**src/core/sa_cfg.svh**
```systemverilog
// offsets, field positions, reset values and timing counts of the evaluator
`ifndef SA_CFG_SVH
`define SA_CFG_SVH
`define SA_CLK_PERIOD_NS 10
`define SA_METER_CYCLE_NS 1000000000
`define SA_METER_CYCLE_CLKS (`SA_METER_CYCLE_NS / `SA_CLK_PERIOD_NS)
`define SA_CHAT_WIN_LAST 4'h9
`define SA_CHAT_MAX_SHORT 4'h4
`define SA_CHAT_MAX_LONG 5'h0a
`define SA_OFS_CTRL 8'h00
`define SA_OFS_CMD 8'h04
`define SA_OFS_PU_THR 8'h08
`define SA_OFS_DO_THR 8'h0c
`define SA_OFS_SP_DLY 8'h10
`define SA_OFS_DIG_DLY 8'h14
`define SA_OFS_ACT_MASK 8'h18
`define SA_OFS_STATUS 8'h1c
`define SA_OFS_TS_START 8'h20
`define SA_OFS_TS_END 8'h24
`define SA_OFS_PEAK_PU 8'h28
`define SA_OFS_PEAK_AL 8'h2c
`define SA_CTRL_SP_EN 0
`define SA_CTRL_UNDER 1
`define SA_CTRL_3PH 2
`define SA_CTRL_DIG_EN 3
`define SA_CMD_REEN 0
`define SA_CMD_UCLR 8
`define SA_MASK_RELAY 8
`define SA_RST_CTRL 5'h00
`define SA_RST_THR 32'h0000_0000
`define SA_RST_DLY 32'h0000_0000
`define SA_RST_MASK 15'h0000
`endif

```
**src/core/sa_pkg.sv**
```systemverilog
// types shared by the setpoint alarm evaluator
package sa_pkg;
  typedef enum logic [1:0] {
    SA_IDLE = 2'b00,
    SA_PICKUP = 2'b01,
    SA_ACTIVE = 2'b11,
    SA_DROPOUT = 2'b10
  } sa_trk_state_t;
  typedef struct packed {
    sa_trk_state_t st;
    logic [15:0] cnt;
  } sa_trk_t;
endpackage : sa_pkg

```
**src/core/sa_evaluator.sv**
```systemverilog
// The address map and the APB register port are this design's own decisions.
`timescale 1ns/100ps
`include "sa_cfg.svh"
module sa_evaluator
  import sa_pkg::*;
#(
  parameter int unsigned CYCLE_CLKS = `SA_METER_CYCLE_CLKS
)
(
  input wire logic ref_clk_i,
  input wire logic rst_n_i,
  input wire logic psel_i,
  input wire logic penable_i,
  input wire logic pwrite_i,
  input wire logic [7:0] paddr_i,
  input wire logic [31:0] pwdata_i,
  output logic [31:0] prdata_o,
  output logic pready_o,
  output logic pslverr_o,
  input wire logic powerup_i,
  input wire logic reset_evt_i,
  input wire logic diag_fault_i,
  input wire logic phase_rev_i,
  input wire logic status_input_one_i,
  input wire logic status_input_two_i,
  input wire logic [31:0] meas_a_i,
  input wire logic [31:0] meas_b_i,
  input wire logic [31:0] meas_c_i,
  input wire logic [31:0] timestamp_i,
  output logic alarm_start_event_o,
  output logic alarm_end_event_o,
  output logic [6:0] alarm_active_o,
  output logic dout_o,
  output logic relay_o
);

  function automatic sa_trk_t sa_step(input sa_trk_t t, input logic pu,
                                      input logic dn, input logic [15:0] pd,
                                      input logic [15:0] dd);
    sa_trk_t n;
    n = t;
    case (t.st)
      SA_IDLE:
        if (pu)
        begin
          n.st = (pd == 16'h0000) ? SA_ACTIVE : SA_PICKUP;
          n.cnt = (pd == 16'h0000) ? 16'h0000 : 16'h0001;
        end
      SA_PICKUP:
        if (!pu)
        begin
          n.st = SA_IDLE;
          n.cnt = 16'h0000;
        end
        else if (t.cnt >= pd)
        begin
          n.st = SA_ACTIVE;
          n.cnt = 16'h0000;
        end
        else
          n.cnt = t.cnt + 16'h0001;
      SA_ACTIVE:
        if (dn)
        begin
          n.st = (dd == 16'h0000) ? SA_IDLE : SA_DROPOUT;
          n.cnt = (dd == 16'h0000) ? 16'h0000 : 16'h0001;
        end
      SA_DROPOUT:
        if (!dn)
        begin
          n.st = SA_ACTIVE;
          n.cnt = 16'h0000;
        end
        else if (t.cnt >= dd)
        begin
          n.st = SA_IDLE;
          n.cnt = 16'h0000;
        end
        else
          n.cnt = t.cnt + 16'h0001;
      default:
      begin
        n.st = SA_IDLE;
        n.cnt = 16'h0000;
      end
    endcase
    return n;
  endfunction : sa_step

  function automatic logic [31:0] sa_ext(input logic [31:0] a,
                                         input logic [31:0] b,
                                         input logic under);
    return under ? ((a < b) ? a : b) : ((a > b) ? a : b);
  endfunction : sa_ext

  //////////////////////////////////////////////////////////////////////////
  // meter cycle divider

  logic [31:0] div_r;
  logic tick_r;
  logic [3:0] win_r;
  wire div_wrap = (div_r == 32'(CYCLE_CLKS - 1));
  wire win_last = (win_r == `SA_CHAT_WIN_LAST);

  always_ff @(posedge ref_clk_i)
  begin
    if (!rst_n_i)
    begin
      div_r <= 32'h0000_0000;
      tick_r <= 1'b0;
      win_r <= 4'h0;
    end
    else
    begin
      div_r <= div_wrap ? 32'h0000_0000 : div_r + 32'h0000_0001;
      tick_r <= div_wrap;
      if (tick_r)
        win_r <= win_last ? 4'h0 : win_r + 4'h1;
    end
  end

  //////////////////////////////////////////////////////////////////////////
  // register bus

  logic pready_r;
  logic pslverr_r;
  logic [31:0] prdata_r;
  logic [4:0] ctrl_r;
  logic [31:0] pu_thr_r;
  logic [31:0] do_thr_r;
  logic [31:0] sp_dly_r;
  logic [31:0] dig_dly_r;
  logic [14:0] mask_r;
  logic [3:0] unary_r;
  logic [1:0] dig_dis_r;
  logic sp_act_r;
  logic [31:0] ts_start_r;
  logic [31:0] ts_end_r;
  logic [31:0] peak_pu_r;
  logic [31:0] peak_al_r;
  logic [4:0] act;

  wire apb_acc = psel_i & penable_i;
  wire apb_wr = apb_acc & pready_r & pwrite_i;
  wire sel_ctrl = (paddr_i == `SA_OFS_CTRL);
  wire sel_cmd = (paddr_i == `SA_OFS_CMD);
  wire sel_put = (paddr_i == `SA_OFS_PU_THR);
  wire sel_dot = (paddr_i == `SA_OFS_DO_THR);
  wire sel_spd = (paddr_i == `SA_OFS_SP_DLY);
  wire sel_dgd = (paddr_i == `SA_OFS_DIG_DLY);
  wire sel_msk = (paddr_i == `SA_OFS_ACT_MASK);
  wire sel_sts = (paddr_i == `SA_OFS_STATUS);
  wire sel_tss = (paddr_i == `SA_OFS_TS_START);
  wire sel_tse = (paddr_i == `SA_OFS_TS_END);
  wire sel_ppu = (paddr_i == `SA_OFS_PEAK_PU);
  wire sel_pal = (paddr_i == `SA_OFS_PEAK_AL);
  wire addr_ok = |{sel_ctrl, sel_cmd, sel_put, sel_dot, sel_spd, sel_dgd,
                   sel_msk, sel_sts, sel_tss, sel_tse, sel_ppu, sel_pal};
  wire [31:0] status_word = {20'h00000, act[2:0], sp_act_r, dig_dis_r,
                             act[4:3], unary_r};
  wire [31:0] rd_data =
    sel_ctrl ? {27'h0000000, ctrl_r} :
    sel_put ? pu_thr_r :
    sel_dot ? do_thr_r :
    sel_spd ? sp_dly_r :
    sel_dgd ? dig_dly_r :
    sel_msk ? {17'h00000, mask_r} :
    sel_sts ? status_word :
    sel_tss ? ts_start_r :
    sel_tse ? ts_end_r :
    sel_ppu ? peak_pu_r :
    sel_pal ? peak_al_r : 32'h0000_0000;
  wire cmd_wr = apb_wr & sel_cmd;
  wire [1:0] reen = cmd_wr ? pwdata_i[`SA_CMD_REEN +: 2] : 2'h0;
  wire [3:0] uclr = cmd_wr ? pwdata_i[`SA_CMD_UCLR +: 4] : 4'h0;
  wire sp_en = ctrl_r[`SA_CTRL_SP_EN];
  wire under = ctrl_r[`SA_CTRL_UNDER];
  wire three = ctrl_r[`SA_CTRL_3PH];

  // one wait state keeps every bus output straight from a flop
  always_ff @(posedge ref_clk_i)
  begin
    if (!rst_n_i)
    begin
      pready_r <= 1'b0;
      pslverr_r <= 1'b0;
      prdata_r <= 32'h0000_0000;
    end
    else
    begin
      pready_r <= apb_acc & ~pready_r;
      if (apb_acc & ~pready_r)
      begin
        pslverr_r <= ~addr_ok;
        prdata_r <= pwrite_i ? 32'h0000_0000 : rd_data;
      end
    end
  end

  always_ff @(posedge ref_clk_i)
  begin
    if (!rst_n_i)
    begin
      ctrl_r <= `SA_RST_CTRL;
      pu_thr_r <= `SA_RST_THR;
      do_thr_r <= `SA_RST_THR;
      sp_dly_r <= `SA_RST_DLY;
      dig_dly_r <= `SA_RST_DLY;
      mask_r <= `SA_RST_MASK;
    end
    else if (apb_wr)
    begin
      if (sel_ctrl)
        ctrl_r <= pwdata_i[4:0];
      if (sel_put)
        pu_thr_r <= pwdata_i;
      if (sel_dot)
        do_thr_r <= pwdata_i;
      if (sel_spd)
        sp_dly_r <= pwdata_i;
      if (sel_dgd)
        dig_dly_r <= pwdata_i;
      if (sel_msk)
        mask_r <= pwdata_i[14:0];
    end
  end

  //////////////////////////////////////////////////////////////////////////
  // single-condition alarms and chatter guard

  wire [3:0] unary_set = {phase_rev_i, diag_fault_i, reset_evt_i, powerup_i};
  wire [1:0] din = {status_input_two_i, status_input_one_i};
  logic [1:0] din_r;
  logic [3:0] c1_r [2];
  logic [4:0] c10_r [2];
  logic [1:0] chat_trip;

  generate
    for (genvar d = 0; d < 2; d++)
    begin : g_chat
      wire tog = din[d] ^ din_r[d];
      assign chat_trip[d] = (c1_r[d] > `SA_CHAT_MAX_SHORT) |
                            (c10_r[d] > `SA_CHAT_MAX_LONG);
      always_ff @(posedge ref_clk_i)
      begin
        if (!rst_n_i)
        begin
          din_r[d] <= 1'b0;
          c1_r[d] <= 4'h0;
          c10_r[d] <= 5'h00;
        end
        else
        begin
          din_r[d] <= din[d];
          if (tick_r)
            c1_r[d] <= {3'h0, tog};
          else if (c1_r[d] != 4'hf)
            c1_r[d] <= c1_r[d] + {3'h0, tog};
          if (tick_r & win_last)
            c10_r[d] <= {4'h0, tog};
          else if (c10_r[d] != 5'h1f)
            c10_r[d] <= c10_r[d] + {4'h0, tog};
        end
      end
    end
  endgenerate

  // a new event wins over a clear arriving in the same cycle
  always_ff @(posedge ref_clk_i)
  begin
    if (!rst_n_i)
    begin
      unary_r <= 4'h0;
      dig_dis_r <= 2'h0;
    end
    else
    begin
      unary_r <= unary_set | (unary_r & ~uclr);
      dig_dis_r <= chat_trip | (dig_dis_r & ~reen);
    end
  end

  //////////////////////////////////////////////////////////////////////////
  // pickup and dropout trackers: three phases, then two status inputs

  wire [31:0] meas [3];
  assign meas[0] = meas_a_i;
  assign meas[1] = meas_b_i;
  assign meas[2] = meas_c_i;
  logic [4:0] pu_c;
  logic [4:0] do_c;
  logic [4:0] en;
  logic [15:0] pu_d [5];
  logic [15:0] do_d [5];
  sa_trk_t trk_r [5];

  generate
    for (genvar g = 0; g < 5; g++)
    begin : g_trk
      if (g < 3)
      begin : g_ph
        assign pu_c[g] = under ? (meas[g] < pu_thr_r) :
                                 (meas[g] > pu_thr_r);
        assign do_c[g] = under ? (meas[g] > do_thr_r) :
                                 (meas[g] < do_thr_r);
        assign pu_d[g] = sp_dly_r[15:0];
        assign do_d[g] = sp_dly_r[31:16];
        assign en[g] = sp_en & ((g == 0) | three);
      end
      else
      begin : g_dig
        assign pu_c[g] = din[g-3];
        assign do_c[g] = ~din[g-3];
        assign pu_d[g] = {8'h00, dig_dly_r[16*(g-3) +: 8]};
        assign do_d[g] = {8'h00, dig_dly_r[16*(g-3)+8 +: 8]};
        assign en[g] = ctrl_r[`SA_CTRL_DIG_EN+g-3] & ~dig_dis_r[g-3];
      end
      assign act[g] = (trk_r[g].st == SA_ACTIVE) |
                      (trk_r[g].st == SA_DROPOUT);
      always_ff @(posedge ref_clk_i)
      begin
        if (!rst_n_i || !en[g])
          trk_r[g] <= '{SA_IDLE, 16'h0000};
        else if (tick_r)
          trk_r[g] <= sa_step(trk_r[g], pu_c[g], do_c[g],
                              pu_d[g], do_d[g]);
      end
    end
  endgenerate

  //////////////////////////////////////////////////////////////////////////
  // combined alarm, timestamps and extreme values

  logic [31:0] cur_ext;
  logic pu_zone_r;
  logic in_al_r;
  logic start_evt_r;
  logic end_evt_r;
  wire any_ph = |act[2:0];
  wire pu_zone = |(pu_c[2:0] & en[2:0]);

  always_comb
  begin
    cur_ext = under ? 32'hffff_ffff : 32'h0000_0000;
    for (int k = 0; k < 3; k++)
      if (en[k])
        cur_ext = sa_ext(cur_ext, meas[k], under);
  end

  always_ff @(posedge ref_clk_i)
  begin
    if (!rst_n_i)
    begin
      sp_act_r <= 1'b0;
      start_evt_r <= 1'b0;
      end_evt_r <= 1'b0;
      ts_start_r <= 32'h0000_0000;
      ts_end_r <= 32'h0000_0000;
    end
    else
    begin
      sp_act_r <= any_ph;
      start_evt_r <= any_ph & ~sp_act_r;
      end_evt_r <= ~any_ph & sp_act_r;
      if (any_ph & ~sp_act_r)
        ts_start_r <= timestamp_i;
      if (~any_ph & sp_act_r)
        ts_end_r <= timestamp_i;
    end
  end

  // the sample that completes pickup still counts toward the pickup peak
  always_ff @(posedge ref_clk_i)
  begin
    if (!rst_n_i)
    begin
      pu_zone_r <= 1'b0;
      in_al_r <= 1'b0;
      peak_pu_r <= 32'h0000_0000;
      peak_al_r <= 32'h0000_0000;
    end
    else if (tick_r)
    begin
      in_al_r <= any_ph;
      pu_zone_r <= pu_zone & ~any_ph;
      if (any_ph)
        peak_al_r <= in_al_r ? sa_ext(peak_al_r, cur_ext, under) :
                               cur_ext;
      else if (pu_zone)
        peak_pu_r <= pu_zone_r ? sa_ext(peak_pu_r, cur_ext, under) :
                                 cur_ext;
    end
  end

  //////////////////////////////////////////////////////////////////////////
  // assigned actions

  logic [6:0] alm_r;
  logic dout_r;
  logic relay_r;
  wire [6:0] alm_vec = {sp_act_r, act[4:3], unary_r};
  wire [6:0] alm_rise = alm_vec & ~alm_r;
  wire relay_trig = |(alm_rise & mask_r[`SA_MASK_RELAY +: 7]);

  always_ff @(posedge ref_clk_i)
  begin
    if (!rst_n_i)
    begin
      alm_r <= 7'h00;
      dout_r <= 1'b0;
      relay_r <= 1'b0;
    end
    else
    begin
      alm_r <= alm_vec;
      dout_r <= |(alm_vec & mask_r[6:0]);
      // pulse lasts until the next meter cycle boundary
      if (relay_trig)
        relay_r <= 1'b1;
      else if (tick_r)
        relay_r <= 1'b0;
    end
  end

  assign prdata_o = prdata_r;
  assign pready_o = pready_r;
  assign pslverr_o = pslverr_r;
  assign alarm_start_event_o = start_evt_r;
  assign alarm_end_event_o = end_evt_r;
  assign alarm_active_o = alm_r;
  assign dout_o = dout_r;
  assign relay_o = relay_r;
endmodule : sa_evaluator

```
**config.mk**
```make
export PLATFORM = sky130hd
export DESIGN_NAME = sa_evaluator
export DESIGN_NICKNAME = d
export VERILOG_FILES = /design/src/core/sa_pkg.sv /design/src/core/sa_evaluator.sv
export VERILOG_INCLUDE_DIRS = /design/src /design/src/core
export SDC_FILE = /design/constraint.sdc
export NUM_CORES = 2
export LEC_CHECK = 0
export BUFFER_PORTS_ARGS = -buffer_cell sky130_fd_sc_hd__buf_2
export CAP_MARGIN = 20
export CORE_ASPECT_RATIO = 1.4
export CORE_UTILIZATION = 40
export DETAILED_ROUTE_END_ITERATION = 12
export GPL_ROUTABILITY_DRIVEN = 0
export SLEW_MARGIN = 0
export SYNTH_ARGS = -nofsm -noshare
export SYNTH_HDL_FRONTEND = slang
export SYNTH_SLANG_ARGS = --single-unit
```
**constraint.sdc**
```tcl
create_clock -name ref_clk_i -period 30.5 [get_ports ref_clk_i]
set_input_delay 4.575 -clock ref_clk_i [delete_from_list [all_inputs] [get_ports ref_clk_i]]
set_output_delay 4.575 -clock ref_clk_i [all_outputs]
set_load 0.1 [all_outputs]
```
==> impl_metrics.toml <==
[place]
pre_cts_ws_ns = 13.39
dpl_cell_area_mm2 = 0.0353
hpwl_mm = 97.5
dp_cells = 5189
io_buffer_count = 223

[timing]
clock_skew_ns = 0.0295
slew_headroom_pct = 26.6
rsz0062_at_grt = "no"
timing.fmax_mhz = 60.9
fin_crit_ns = 16.41
drv_slew = 0
finalWorstSetupSlack_ns = 14.09
hold_violations = 0
fin_setup_tns_ns = 0
finalSetupViolations = 0
worstMarginPinSlew_ns = 1.10
post-route-period-util_pct = 53.8
whs_ns = 0.438

[clock_tree]
cts_resized = 0
clock_latency_ns = 0.62
clk_path_buf_depth = 3
cts_tree = "yes"
cts_setup_buffers = 0
htree_levels = 2
clk_pin_slew_ns = 0.06
clock_sinks = 477
holdBufCountCts = 0
cts_buffers = 48
root_buffer = "clkbuf_16"

[synth]
synthAdderAreaFrac_pct = 18.7
yosysWarnings = 0
yosys.cell_types.count = 87
synth_compound_area_share_pct = 21.9
ys.flop_type = "dfxtp_1"
synth_simple_gate_area_share_pct = 18.9
yosys.area.top_type = "dfxtp_1"
yosysTopAreaCellShare_pct = 22.4
synth_cells = 4007
synthXorXnorAreaFrac_pct = 2.57
yosys_register_bits = 477
synthTopCellsByArea = "dfxtp_1 22%, ha_1 19%, edfxtp_1 9.8%, nand2_1 7.3%, a21oi_1 6.4%"
avgSynthCellArea_um2 = 8.23
synth_edf_count = 108
synthMuxAreaShare_pct = 0.288
synth_top_family_by_area = "compound AO/OA/AOI/OAI gates"
async_flop_share_pct = 0
syn-cell-area_mm2 = 0.0330
ys_seq_area_share_pct = 32.2

[worst_setup_path]
crit_family = "compound AO/OA/AOI/OAI gates"
cp_common_cell = "ha_1"
timing.critical_path.buf_inv = 6
cp-start-kind = "input pin"
crit_path_max_incr_delay_ns = 0.85
end_kind = "register"
critPathSlowestCell = "mux2i_4"
worstRegToRegCells = 41
crit_fanout = 65
critical_path_class = "input pin to register"
rr_endpoint = "peak_pu_r[4]$_SDFFE_PN0P_"
r2r_setup_slack_ns = 17.15
crit_path_start = "meas_a_i[25]"
arrival_ns = 16.96
reg2reg_from = "ctrl_r[1]$_SDFFE_PN0P_"
crit_required_ns = 31.05

[hold_path]
hold_path_class = "register to register"
min_delay_path_depth = 2
hold_end = "prdata_o[8]$_SDFFE_PN0P_"
hp-start = "prdata_o[8]$_SDFFE_PN0P_"

[finish]
fin_area_mm2 = 0.0370
fillers = 8256
nNetsFinal = 4843
syn_to_final_growth_pct = 12.0
final_util_pct = 45.3
final_cells = 5284
seqCellArea_mm2 = 0.0106
multi_input_area_mm2 = 0.0208
layout-drive-gt1-share_pct = 10.7

[detailed_routing]
detailroute.via_count = 31300
vias_per_cell = 5.93
drcViolationCount = 0
wl_mm = 123
first_iter_violations = 2863
wl_per_cell_um = 23.4
ant_nets = 0
firstDrtPassIters = 8

[status]
outcome = "completed"

[flow_run]
maxCapViolCount = 0

[global_routing]
antenna_found_initial = 13
grt_pass1_vias = 29800
grt_pass1_wl_mm = 183
grt_overflow = 0
grtUsageTotal_pct = 28.8
grt_max_degree = 113

[floorplan]
fp-row-count = 124
initial_core_util_pct = 40.4
core_area_mm2 = 0.0816
dieArea_mm2 = 0.0837
ios = 224
die_h_um = 342
die_x_um = 245

[power_and_ir_drop]
p_leak_nw = 14.9
peakVddDrop_mv = 0.0447
power.density_mw_per_mm2 = 37.0
power_mw = 1.37
## flip-flops by register name (all words and copies together) (netlist names), 4 cells and up
signal and cells:
c1_r 8, mask_r 15, win_r 4, unary_r 4, dig_dly_r 32, alarm_active_o 7
do_thr_r 32, pu_thr_r 32, sp_dly_r 32, peak_al_r 32, div_r 32, ts_start_r 32
prdata_o 32, ts_end_r 32, ctrl_r 5, trk_r 90, c10_r 10, peak_pu_r 32
## power by group
| part | switching, mW | internal (mW) |
|---|---|---|
| Sequential | 0.00326 | 0.647 |
| Clock | 0.268 | 0.339 |
| Combinational | 0.0718 | 0.0361 |
| Total | 0.343 | 1.02 |
## layout make-up
| type | count | area share [%] |
|---|---|---|
| Clock buffer | 76 | 4.06 |
| Antenna cell | 3 | 0.0203 |
| Timing Repair Buffer | 267 | 4.04 |
| Sequential cell | 477 | 28.8 |
| Clock inverter | 14 | 0.257 |
| Multi-Input combinational cell | 3083 | 56.2 |
| Inverter | 293 | 3.00 |
| Tap cell | 1071 | 3.63 |
## tightest hold or removal path: stages, from the launching register on
cell and delay (ns):
dfxtp_1 0.31, nand2_1 0.05, nand2_1 0.04
## logic make-up after synthesis
group	Yosys count
buffers and inverters	460
other	1
adders and majority gates	494
and+or+nand+nor	1374
DFF	477
AOI/OAI and AO/OA	1096
muxes	8
xor gates and xnor gates	97
## cell usage in the layout (no fill, tap or decap), types with 114 or more instances in the layout
master   Yosys  routed
nor2_1     258     247
ha_1       494     494
a21oi_1    424     424
dfxtp_1    369     368
nand3_1    132     131
nand2_1    645     644
nand4_1    114     114
inv_1      291     291
buf_2       13     224
o21ai_0    193     193
## metal layers
metal	vias up	share of wire (%)	GRT usage [%]	wire (µm)
met1	14900	40	34.8	49200
li1	14900	-	-	-
met4	22	6.5	17.1	8020
met5	-	0.13	0	157
met2	1199	47	48.2	57500
met3	314	7.0	4.55	8630
## worst max-delay path by stage
stage	to	slack, ns	cells past startpoint
after floorplan	peak_pu_r[10]$_SDFFE_PN0P_	17.52	43
after global placement	peak_pu_r[26]$_SDFFE_PN0P_	13.52	39
after detailed placement	peak_pu_r[25]$_SDFFE_PN0P_	13.39	41
after CTS	peak_pu_r[4]$_SDFFE_PN0P_	13.99	41
after global routing	peak_pu_r[4]$_SDFFE_PN0P_	13.40	42
final	peak_pu_r[4]$_SDFFE_PN0P_	14.09	42
## Yosys cell counts, drive strengths merged (17+ instances only)
cell type and instances:
buf 22, nor2 258, ha 494, nand2 645, xnor2 35, o21a 17
clkbuf 145, edfxtp 108, nor3 30, o21ai 210, dfxtp 369, a22oi 29
a21o 95, o2bb2ai 33, inv 292, a211oi 40, and2 25, a31oi 19
xor2 62, nand3 132, and3 35, a21oi 424, nor2b 27, nand4 114
a221oi 30, nor4 35, o211ai 23, o221a 34, a222oi 37
Note: power is estimated with default switching activity, not from simulation.
